### config.mk
export PLATFORM = sky130hd
export DESIGN_NAME = gtl_core
export DESIGN_NICKNAME = d
export VERILOG_FILES = /design/src/shared/gtl_pkg.sv /design/src/hdl/gtl_core.sv
export SDC_FILE = /design/constraint.sdc
export NUM_CORES = 1
export LEC_CHECK = 0
export BUFFER_PORTS_ARGS = -buffer_cell sky130_fd_sc_hd__buf_2
export CAP_MARGIN = 30
export CELL_PAD_IN_SITES_DETAIL_PLACEMENT = 0
export CELL_PAD_IN_SITES_GLOBAL_PLACEMENT = 2
export CORE_AREA = 2 2 121 123
export DETAILED_ROUTE_END_ITERATION = 8
export DIE_AREA = 0 0 123 125
export GPL_ROUTABILITY_DRIVEN = 0
export PLACE_DENSITY_LB_ADDON = 0.1
export SYNTH_ARGS = -nofsm -noshare
export SYNTH_HDL_FRONTEND = slang
export SYNTH_SLANG_ARGS = --single-unit
### constraint.sdc
create_clock -name clk_i -period 3.75 [get_ports clk_i]
set_input_delay 0.375 -clock clk_i [delete_from_list [all_inputs] [get_ports clk_i]]
set_output_delay 0.375 -clock clk_i [all_outputs]
set_load 0.02 [all_outputs]
### src/shared/gtl_pkg.sv
// Package: register map, field positions, reset values and encodings of the bus adapter core
package gtl_pkg;

	// Register indices on the plain register port
	localparam logic [3:0] ADDR_DEVICE_BUS_ADDRESS = 4'h0;
	localparam logic [3:0] ADDR_SERIAL_POLL_STATUS = 4'h1;
	localparam logic [3:0] ADDR_UNHANDLED_CMD = 4'h2;
	localparam logic [3:0] ADDR_PARALLEL_POLL = 4'h3;
	localparam logic [3:0] ADDR_RECEIVED_BYTE = 4'h4;
	localparam logic [3:0] ADDR_TRANSMIT_BYTE = 4'h5;
	localparam logic [3:0] ADDR_AUX_CMD = 4'h6;
	localparam logic [3:0] ADDR_IRQ_STATUS = 4'h7;
	localparam logic [3:0] ADDR_IRQ_MASK = 4'h8;
	localparam logic [3:0] ADDR_CORE_STATUS = 4'h9;

	// Address register fields
	localparam int ADR_EDPA_BIT = 7;
	localparam int ADR_DAL_BIT = 6;
	localparam int ADR_DAT_BIT = 5;
	localparam int ADR_PRI_LSB = 0;
	localparam int ADR_PRI_W = 5;

	// Serial poll request-service bit position
	localparam int SP_RSV_BIT = 6;

	// Auxiliary command fields
	localparam int AUX_CS_BIT = 7;
	localparam logic [4:0] AUX_FN_RST = 5'h00;

	// Interrupt status bits
	localparam int IRQ_BI_BIT = 0;
	localparam int IRQ_BO_BIT = 1;
	localparam int IRQ_CPT_BIT = 2;
	localparam int IRQ_MA_BIT = 3;
	localparam int IRQ_W = 4;

	// Bus command encodings on the data lines while ATN is true
	localparam logic [1:0] CMD_GRP_LISTEN = 2'h1;
	localparam logic [1:0] CMD_GRP_TALK = 2'h2;
	localparam logic [1:0] CMD_GRP_SECONDARY = 2'h3;
	localparam logic [4:0] CMD_UNADDRESS = 5'h1f;
	localparam logic [6:0] CMD_SPE = 7'h18;
	localparam logic [6:0] CMD_SPD = 7'h19;

	// Reset values
	localparam logic [7:0] RST_BYTE = 8'h00;
	localparam logic [IRQ_W-1:0] RST_IRQ = 4'h0;

	// Acceptor handshake states, Gray along the usual path
	typedef enum logic [1:0] {
		GTL_AH_IDLE = 2'b00,
		GTL_AH_READY = 2'b01,
		GTL_AH_ACCEPT = 2'b11,
		GTL_AH_HOLD = 2'b10
	} gtl_ah_e;

	// Source handshake states, Gray along the usual path
	typedef enum logic [1:0] {
		GTL_SH_IDLE = 2'b00,
		GTL_SH_WAIT_RFD = 2'b01,
		GTL_SH_DAV = 2'b11,
		GTL_SH_DONE = 2'b10
	} gtl_sh_e;

endpackage : gtl_pkg

### src/hdl/gtl_core.sv
// Module: register-level talker/listener core for the IEEE 488 bus
//
// Decided for this implementation: strobed register access and the address map.
`timescale 1ns/100ps
`default_nettype none

// Functional notes
// Dual primary addressing enable bit
// Separate talker and listener disable bits
// Five-bit primary address compared on bus
// Reset or rst with set bit idles
// Address switches copied while in reset
// Rst with clear bit releases reset
// Serial poll byte returned when polled
// Request-service bit drives SRQ, marks poll
// Unhandled commands passed to host register
// Parallel poll pattern driven during poll
// Data in captured only while listener
// NRFD held after byte until read
// Reading data in releases NRFD itself
// Transmit byte driven onto data lines
// No new handshake until new byte
// New byte permits DAV again
// Aux set bit one sets, zero clears
// Data line N maps to bit N
module gtl_core (
	// Clock and reset
	input wire logic clk_i,
	input wire logic arst_n_i,
	// Register port
	input wire logic [3:0] reg_addr_i,
	input wire logic [7:0] reg_wdata_i,
	input wire logic reg_wr_i,
	input wire logic reg_rd_i,
	output logic [7:0] reg_rdata_o,
	// Address switches
	input wire logic [7:0] addr_switch_i,
	// Bus lines, true level high (inverted at the transceiver)
	input wire logic [7:0] dio_i,
	output logic [7:0] dio_o,
	output logic dio_oe_o,
	input wire logic atn_i,
	input wire logic eoi_i,
	input wire logic dav_i,
	output logic dav_o,
	input wire logic nrfd_i,
	output logic nrfd_o,
	input wire logic ndac_i,
	output logic ndac_o,
	output logic srq_o,
	// Interrupt
	output logic irq_o
);

	////////////////////////////////////////////////////////////////////////
	// State

	// All state in one struct
	typedef struct packed {
		logic [2:0][7:0] sync;           // Data line synchroniser
		logic [2:0][3:0] ctl;            // ATN, EOI, DAV, NRFD synchroniser
		logic [2:0] ndacs;               // NDAC synchroniser
		logic [7:0] dio_s;               // Accepted data lines
		logic [3:0] ctl_s;               // Accepted control lines
		logic ndac_s;                    // Accepted NDAC
		logic in_reset;                  // Held in idle reset
		logic [7:0] adr;                 // Device address register
		logic [7:0] spoll;               // Serial poll status
		logic [7:0] ppoll;               // Parallel poll response
		logic [7:0] cpt;                 // Unhandled command
		logic [7:0] din;                 // Received byte
		logic [7:0] dout;                // Transmit byte
		logic nba;                       // New byte available
		logic lacs;                      // Listener addressed
		logic tacs;                      // Talker addressed
		logic spms;                      // Serial poll mode
		gtl_pkg::gtl_ah_e ah;            // Acceptor state
		gtl_pkg::gtl_sh_e sh;            // Source state
		logic [gtl_pkg::IRQ_W-1:0] ists; // Sticky interrupt status
		logic [gtl_pkg::IRQ_W-1:0] imsk; // Interrupt mask
		logic [7:0] rdata;               // Read data
		logic [7:0] dio;                 // Driven data lines
		logic dio_oe;                    // Data line enable
		logic dav;                       // DAV drive
		logic nrfd;                      // NRFD drive
		logic ndac;                      // NDAC drive
		logic srq;                       // SRQ drive
		logic irq;                       // Interrupt output
	} gtl_state_s;

	gtl_state_s s_q;
	gtl_state_s s_d;

	////////////////////////////////////////////////////////////////////////
	// Next state

	// Helpers, declared here since the process uses blocking temporaries
	logic [7:0] sw_d;
	logic [7:0] sw_q;
	logic [3:0] ct_d;
	logic [3:0] ct_q;
	logic atn;
	logic eoi;
	logic dav_in;
	logic nrfd_in;
	logic my_pri;
	logic [gtl_pkg::IRQ_W-1:0] ev;
	logic aux_wr;

	// Combinational next state of the whole core
	always_comb begin
		s_d = s_q;
		ev = '0;
		// Three-stage synchronisers; only stages 2 and 3 are compared
		s_d.sync[0] = dio_i;
		s_d.sync[1] = s_q.sync[0];
		s_d.sync[2] = s_q.sync[1];
		s_d.ctl[0] = {atn_i, eoi_i, dav_i, nrfd_i};
		s_d.ctl[1] = s_q.ctl[0];
		s_d.ctl[2] = s_q.ctl[1];
		s_d.ndacs = {s_q.ndacs[1:0], ndac_i};
		sw_d = s_q.sync[1];
		sw_q = s_q.sync[2];
		ct_d = s_q.ctl[1];
		ct_q = s_q.ctl[2];
		// A change counts once stages two and three agree
		if (sw_d == sw_q) begin
			s_d.dio_s = sw_q;
		end
		if (ct_d == ct_q) begin
			s_d.ctl_s = ct_q;
		end
		if (s_q.ndacs[1] == s_q.ndacs[2]) begin
			s_d.ndac_s = s_q.ndacs[2];
		end
		atn = s_q.ctl_s[3];
		eoi = s_q.ctl_s[2];
		dav_in = s_q.ctl_s[1];
		nrfd_in = s_q.ctl_s[0];
		// Primary address match; dual mode ignores the low bit
		my_pri = s_q.adr[gtl_pkg::ADR_EDPA_BIT] ?
			(s_q.dio_s[4:1] == s_q.adr[4:1]) :
			(s_q.dio_s[4:0] == s_q.adr[4:0]);
		aux_wr = reg_wr_i && (reg_addr_i == gtl_pkg::ADDR_AUX_CMD);

		// Register reads, default answer zero
		s_d.rdata = gtl_pkg::RST_BYTE;
		if (reg_rd_i) begin
			if (reg_addr_i == gtl_pkg::ADDR_UNHANDLED_CMD) begin
				s_d.rdata = s_q.cpt;
			end else if (reg_addr_i == gtl_pkg::ADDR_RECEIVED_BYTE) begin
				s_d.rdata = s_q.din;
			end else if (reg_addr_i == gtl_pkg::ADDR_IRQ_STATUS) begin
				s_d.rdata = 8'(s_q.ists);
			end else if (reg_addr_i == gtl_pkg::ADDR_IRQ_MASK) begin
				s_d.rdata = 8'(s_q.imsk);
			end else if (reg_addr_i == gtl_pkg::ADDR_CORE_STATUS) begin
				s_d.rdata = {3'h0, s_q.in_reset, s_q.spms, s_q.nba, s_q.tacs, s_q.lacs};
			end
		end

		// Register writes
		if (reg_wr_i) begin
			if (reg_addr_i == gtl_pkg::ADDR_DEVICE_BUS_ADDRESS) begin
				s_d.adr = reg_wdata_i;
			end else if (reg_addr_i == gtl_pkg::ADDR_SERIAL_POLL_STATUS) begin
				s_d.spoll = reg_wdata_i;
			end else if (reg_addr_i == gtl_pkg::ADDR_PARALLEL_POLL) begin
				s_d.ppoll = reg_wdata_i;
			end else if (reg_addr_i == gtl_pkg::ADDR_TRANSMIT_BYTE) begin
				s_d.dout = reg_wdata_i;
				s_d.nba = 1'b1;
			end else if (reg_addr_i == gtl_pkg::ADDR_IRQ_MASK) begin
				s_d.imsk = reg_wdata_i[gtl_pkg::IRQ_W-1:0];
			end
		end

		// Chip reset auxiliary command: set bit enters, clear bit leaves
		if (aux_wr && reg_wdata_i[4:0] == gtl_pkg::AUX_FN_RST) begin
			s_d.in_reset = reg_wdata_i[gtl_pkg::AUX_CS_BIT];
		end

		// Acceptor handshake with ATN commands and listener data
		case (s_q.ah)
			gtl_pkg::GTL_AH_IDLE: begin
				if (atn || s_q.lacs) begin
					s_d.ah = gtl_pkg::GTL_AH_READY;
				end
			end
			gtl_pkg::GTL_AH_READY: begin
				if (!(atn || s_q.lacs)) begin
					s_d.ah = gtl_pkg::GTL_AH_IDLE;
				end else if (dav_in) begin
					s_d.ah = gtl_pkg::GTL_AH_ACCEPT;
					if (atn) begin
						// Address and command decode
						if (s_q.dio_s[6:5] == gtl_pkg::CMD_GRP_LISTEN) begin
							if (s_q.dio_s[4:0] == gtl_pkg::CMD_UNADDRESS) begin
								s_d.lacs = 1'b0;
							end else if (my_pri && !s_q.adr[gtl_pkg::ADR_DAL_BIT]) begin
								s_d.lacs = 1'b1;
								ev[gtl_pkg::IRQ_MA_BIT] = 1'b1;
							end
						end else if (s_q.dio_s[6:5] == gtl_pkg::CMD_GRP_TALK) begin
							if (my_pri && !s_q.adr[gtl_pkg::ADR_DAT_BIT]) begin
								s_d.tacs = 1'b1;
								ev[gtl_pkg::IRQ_MA_BIT] = 1'b1;
							end else begin
								s_d.tacs = 1'b0;
							end
						end else if (s_q.dio_s[6:0] == gtl_pkg::CMD_SPE) begin
							s_d.spms = 1'b1;
						end else if (s_q.dio_s[6:0] == gtl_pkg::CMD_SPD) begin
							s_d.spms = 1'b0;
						end else begin
							// Not handled here: hand to host
							s_d.cpt = s_q.dio_s;
							ev[gtl_pkg::IRQ_CPT_BIT] = 1'b1;
						end
					end else begin
						// Listener data byte, line N to bit N
						s_d.din = s_q.dio_s;
						ev[gtl_pkg::IRQ_BI_BIT] = 1'b1;
					end
				end
			end
			gtl_pkg::GTL_AH_ACCEPT: begin
				// Wait for DAV false; data bytes then hold off
				if (!dav_in) begin
					s_d.ah = atn ? gtl_pkg::GTL_AH_IDLE : gtl_pkg::GTL_AH_HOLD;
				end
			end
			default: begin
				// Holdoff until the host reads the byte
				if (reg_rd_i && reg_addr_i == gtl_pkg::ADDR_RECEIVED_BYTE) begin
					s_d.ah = gtl_pkg::GTL_AH_IDLE;
				end
			end
		endcase
		s_d.nrfd = (s_q.ah != gtl_pkg::GTL_AH_READY) && (s_q.ah != gtl_pkg::GTL_AH_IDLE);
		s_d.ndac = (s_q.ah == gtl_pkg::GTL_AH_READY); // Idle acceptor leaves lines released

		// Source handshake, only as addressed talker
		case (s_q.sh)
			gtl_pkg::GTL_SH_IDLE: begin
				if ((s_q.tacs && !atn) && (s_q.nba || s_q.spms)) begin
					s_d.sh = gtl_pkg::GTL_SH_WAIT_RFD;
				end
			end
			gtl_pkg::GTL_SH_WAIT_RFD: begin
				if (atn || !s_q.tacs) begin
					s_d.sh = gtl_pkg::GTL_SH_IDLE;
				end else if (!nrfd_in) begin
					s_d.sh = gtl_pkg::GTL_SH_DAV;
				end
			end
			gtl_pkg::GTL_SH_DAV: begin
				if (!s_q.ndac_s) begin
					s_d.sh = gtl_pkg::GTL_SH_DONE;
					if (!s_q.spms) begin
						s_d.nba = 1'b0;
					end
					ev[gtl_pkg::IRQ_BO_BIT] = 1'b1;
				end
			end
			default: begin
				s_d.sh = gtl_pkg::GTL_SH_IDLE;
			end
		endcase
		// Data lines: status byte in poll, pattern in parallel poll, else byte
		if (s_q.spms) begin
			s_d.dio = s_q.spoll;
		end else if (atn && eoi) begin
			s_d.dio = s_q.ppoll;
		end else begin
			s_d.dio = s_q.dout;
		end
		s_d.dio_oe = (s_q.sh != gtl_pkg::GTL_SH_IDLE) || (atn && eoi);
		s_d.dav = (s_d.sh == gtl_pkg::GTL_SH_DAV);
		// SRQ follows the request-service bit outside a poll
		s_d.srq = s_q.spoll[gtl_pkg::SP_RSV_BIT] && !s_q.spms;

		// Sticky status: set wins over write-one-to-clear
		if (reg_wr_i && reg_addr_i == gtl_pkg::ADDR_IRQ_STATUS) begin
			s_d.ists = s_q.ists & ~reg_wdata_i[gtl_pkg::IRQ_W-1:0];
		end
		s_d.ists = s_d.ists | ev;
		s_d.irq = |(s_d.ists & s_d.imsk);

		// Idle reset: bus side quiet, switches copied in
		if (s_d.in_reset) begin
			s_d.adr = addr_switch_i;
			s_d.lacs = 1'b0;
			s_d.tacs = 1'b0;
			s_d.spms = 1'b0;
			s_d.nba = 1'b0;
			s_d.ah = gtl_pkg::GTL_AH_IDLE;
			s_d.sh = gtl_pkg::GTL_SH_IDLE;
			s_d.dio_oe = 1'b0;
			s_d.dav = 1'b0;
			s_d.nrfd = 1'b0;
			s_d.ndac = 1'b0;
			s_d.srq = 1'b0;
		end
	end

	////////////////////////////////////////////////////////////////////////
	// Registers

	// Power-up reset holds the idle reset state
	always_ff @(posedge clk_i or negedge arst_n_i) begin
		if (!arst_n_i) begin
			s_q <= '0;
			s_q.in_reset <= 1'b1;
		end else begin
			s_q <= s_d;
		end
	end

	// Outputs straight from flip-flops
	assign reg_rdata_o = s_q.rdata;
	assign dio_o = s_q.dio;
	assign dio_oe_o = s_q.dio_oe;
	assign dav_o = s_q.dav;
	assign nrfd_o = s_q.nrfd;
	assign ndac_o = s_q.ndac;
	assign srq_o = s_q.srq;
	assign irq_o = s_q.irq;
endmodule : gtl_core

`default_nettype wire

==> results.cfg <==
[status]
status = finished clean

[grt]
grt_usage = 0.167
grt_first_pass_wirelength_um = 19100
grt_pass1_vias = 3512
grt_max_degree = 99
antenna_found_initial = 0
overflow = 0

[flow_run]
drv_cap = 0

[yosys]
ys_warn_count = 0
synth_cell_type_count = 49
syn_area_um2 = 5530
synth_edf_count = 0
synth.avg_cell_area_um2 = 13.2
syn-instance-count = 420
ys_async_sr_fraction = 1.00
ys_ff_latch = 139
synth_ff_type = dfrtp_1
yosys.area.top_type = dfrtp_1
synth_area_leaders = dfrtp_1 62%, mux2_2 10%, mux2i_1 2.5%
synth_fp_nets = 459
seq_area_frac_synth = 0.629
yosysTopAreaCellShare = 0.624

[floorplan]
die_y_um = 125
dieArea_um2 = 15400
core_um2 = 14200
rows = 44
ios = 59
start_util = 0.390
fp.dieW_um = 123

[place]
place_ws_ns = 1.13
dp_cells = 641
dp_hpwl_um = 8010
dpl-instance-area_um2 = 5930
io_buffers = 58

[worst_setup_path]
crit_required_ns = 4.05
end_kind = flip-flop
crit_slowest_cell = nor3b_1
crit_fanout = 11
max_stage_delay_ns = 0.66
crit_path_start_kind = flip-flop
critical_path_arrival_ns = 2.50
worstPathCellList = nor3b_1 > nand3_1 > mux2_2
worstSetupPathType = reg -> reg

[routing]
routedWlPerCell_um = 17.2
dr.first_iter.drc_count = 194
ant_nets = 0
dr.pass1.iters = 4
num_vias = 3388
via_per_inst = 5.03
drc = 0
wl_um = 11600

[clock_network]
cts_buffer_depth = 2
cts_tree = done
clkTransAtPathRegs_ns = 0.06
cts_buffers = 17
insertion_delay_ns = 0.42
ctsRootBufferMaster = clkbuf_16
clock_sinks = 139
ctsHtreeMaxLevel = 4

[pwr]
peakVddDrop_uv = 364
pwr-share-comb = 0.162
p_sw_mw = 1.26
clkPwrFrac = 0.375
p_sw_frac = 0.287
pwr_density_cell_nw_per_um2 = 671
p_leak_nw = 2.99
p_int_mw = 3.12
power_frac_seq = 0.463

[hold_path]
hp-class = in -> reg

[layout]
layout_commonest_cell = dfrtp_1
regArea_um2 = 3480
design_area_um2 = 6530
syn_to_final_growth_pct = 17.9
nets = 516
diodes = 0
instances_no_fill = 674
most-common-layout-cells = 138 x dfrtp_1, 57 x buf_2, 49 x mux2_2, 36 x nand2_1, 23 x o21ai_0
multiInputGateArea_um2 = 1830
drive_gt1_frac = 0.329
nFillCells = 1304

[sta]
clock_skew_ns = 0.00591
slew_viol_final = 0
setup_violations = 0
period_share = 0.587
final.setup.tns_ns = 0
tightest_slew_ns = 1.01
relSlewSlack = 0.321
hold_slack_ns = 0.0584
hold_viol_final = 0
rsz0062_at_grt = no
period_needed_ns = 2.20
max_freq_mhz = 454
finalWorstSetupSlack_ns = 1.55
logic make-up (layout without fill, tap and decap cells):
kind of cell | after synthesis | after routing | share of synthesized area
compound gates | 64 | 64 | 0.0760
xor+xnor | 17 | 17 | 0.0269
fa+ha+maj | 3 | 3 | 0.00633
buf+inv | 34 | 104 | 0.0414
flops | 139 | 139 | 0.629
mux | 64 | 64 | 0.128
simple gates | 99 | 99 | 0.0929
metal layers:
| layer | global-route usage | vias up | share of wire |
|---|---|---|---|
| met5 | 0 | - | 0 |
| met4 | 0.0695 | 0 | 0.017 |
| met3 | 0.0511 | 18 | 0.051 |
| met2 | 0.245 | 82 | 0.46 |
| met1 | 0.229 | 1698 | 0.47 |
| li1 | - | 1590 | - |
synth_stat cells, types with 3 or more instances:
cell      instances
dfrtp_1         138
mux2_2           49
nand2_1          36
o21ai_0          23
nor2_1           22
buf_4            17
mux2i_1          14
a22oi_1          11
xnor2_1           9
nor3_1            8
xor2_1            8
a31oi_1           7
a21oi_1           6
clkbuf_1          6
inv_1             6
o21ai_2           6
nand2b_1          4
nand3_1           4
nand3b_1          4
a211oi_1          3
nor3b_1           3
nor4_1            3
area by class of cell:
cell class,instances,area share
timing repair buffer,65,0.0570
sequential,139,0.533
clock inverter,13,0.0221
tap,184,0.0353
inverter,7,0.00479
multi-input combinational,247,0.280
clock buffer,19,0.0679
metrics by stage:
step | total power [mW] | utilization
after detailed placement | 2.77 | 0.417
final | 4.38 | 0.459
after global placement | 2.76 | 0.415
after CTS | 4.44 | 0.459
after global routing | 4.64 | 0.459
after floorplan | 2.54 | -
power groups by stage:
stage               Combinational [mW]  Sequential, mW  Clock (mW)
floorplan                        0.563            1.98           0
global placement                 0.705            2.05           0
detailed placement               0.717            2.06           0
CTS                              0.722            2.03        1.69
global route                     0.801            2.07        1.77
finish                           0.709            2.03        1.64
repair_timing:
action | in CTS | in global routing
hold endpoints to repair | 13 | 0
hold buffers | 1 | 0
resized for setup | 0 | 0
setup endpoints to repair | 0 | 0
setup buffers | 0 | 0
critical path, delay by kind of cell (launching register included):
| family | cells | cell delay, ns |
|---|---|---|
| mux | 1 | 0.42 |
| flops | 1 | 0.47 |
| simple gates | 2 | 1.19 |
final timing paths:
check                         start  endpoint  slack [ns]  cells past startpoint
setup / recovery                atn   s_q[58]        1.55                      3
hold / removal                atn_i  s_d[110]        0.06                      1
setup reg to reg                atn   s_q[58]        1.55                      3
hold reg to reg            s_d[108]   ct_d[1]        0.35                      0
max in group asynchronous  arst_n_i   sw_q[6]        2.44                      4
min in group asynchronous  arst_n_i  dio_o[2]        0.34                      2
state kept, by name, summed over array words and instances, names as in the netlist, 4 cells and up:
signal and count:
s_q 75, s_d 14, dio_o 8, reg_rdata_o 8, sw_d 8, sw_q 8
ct_d 4, ct_q 4
No activity file was read; power rests on OpenSTA's default activity.
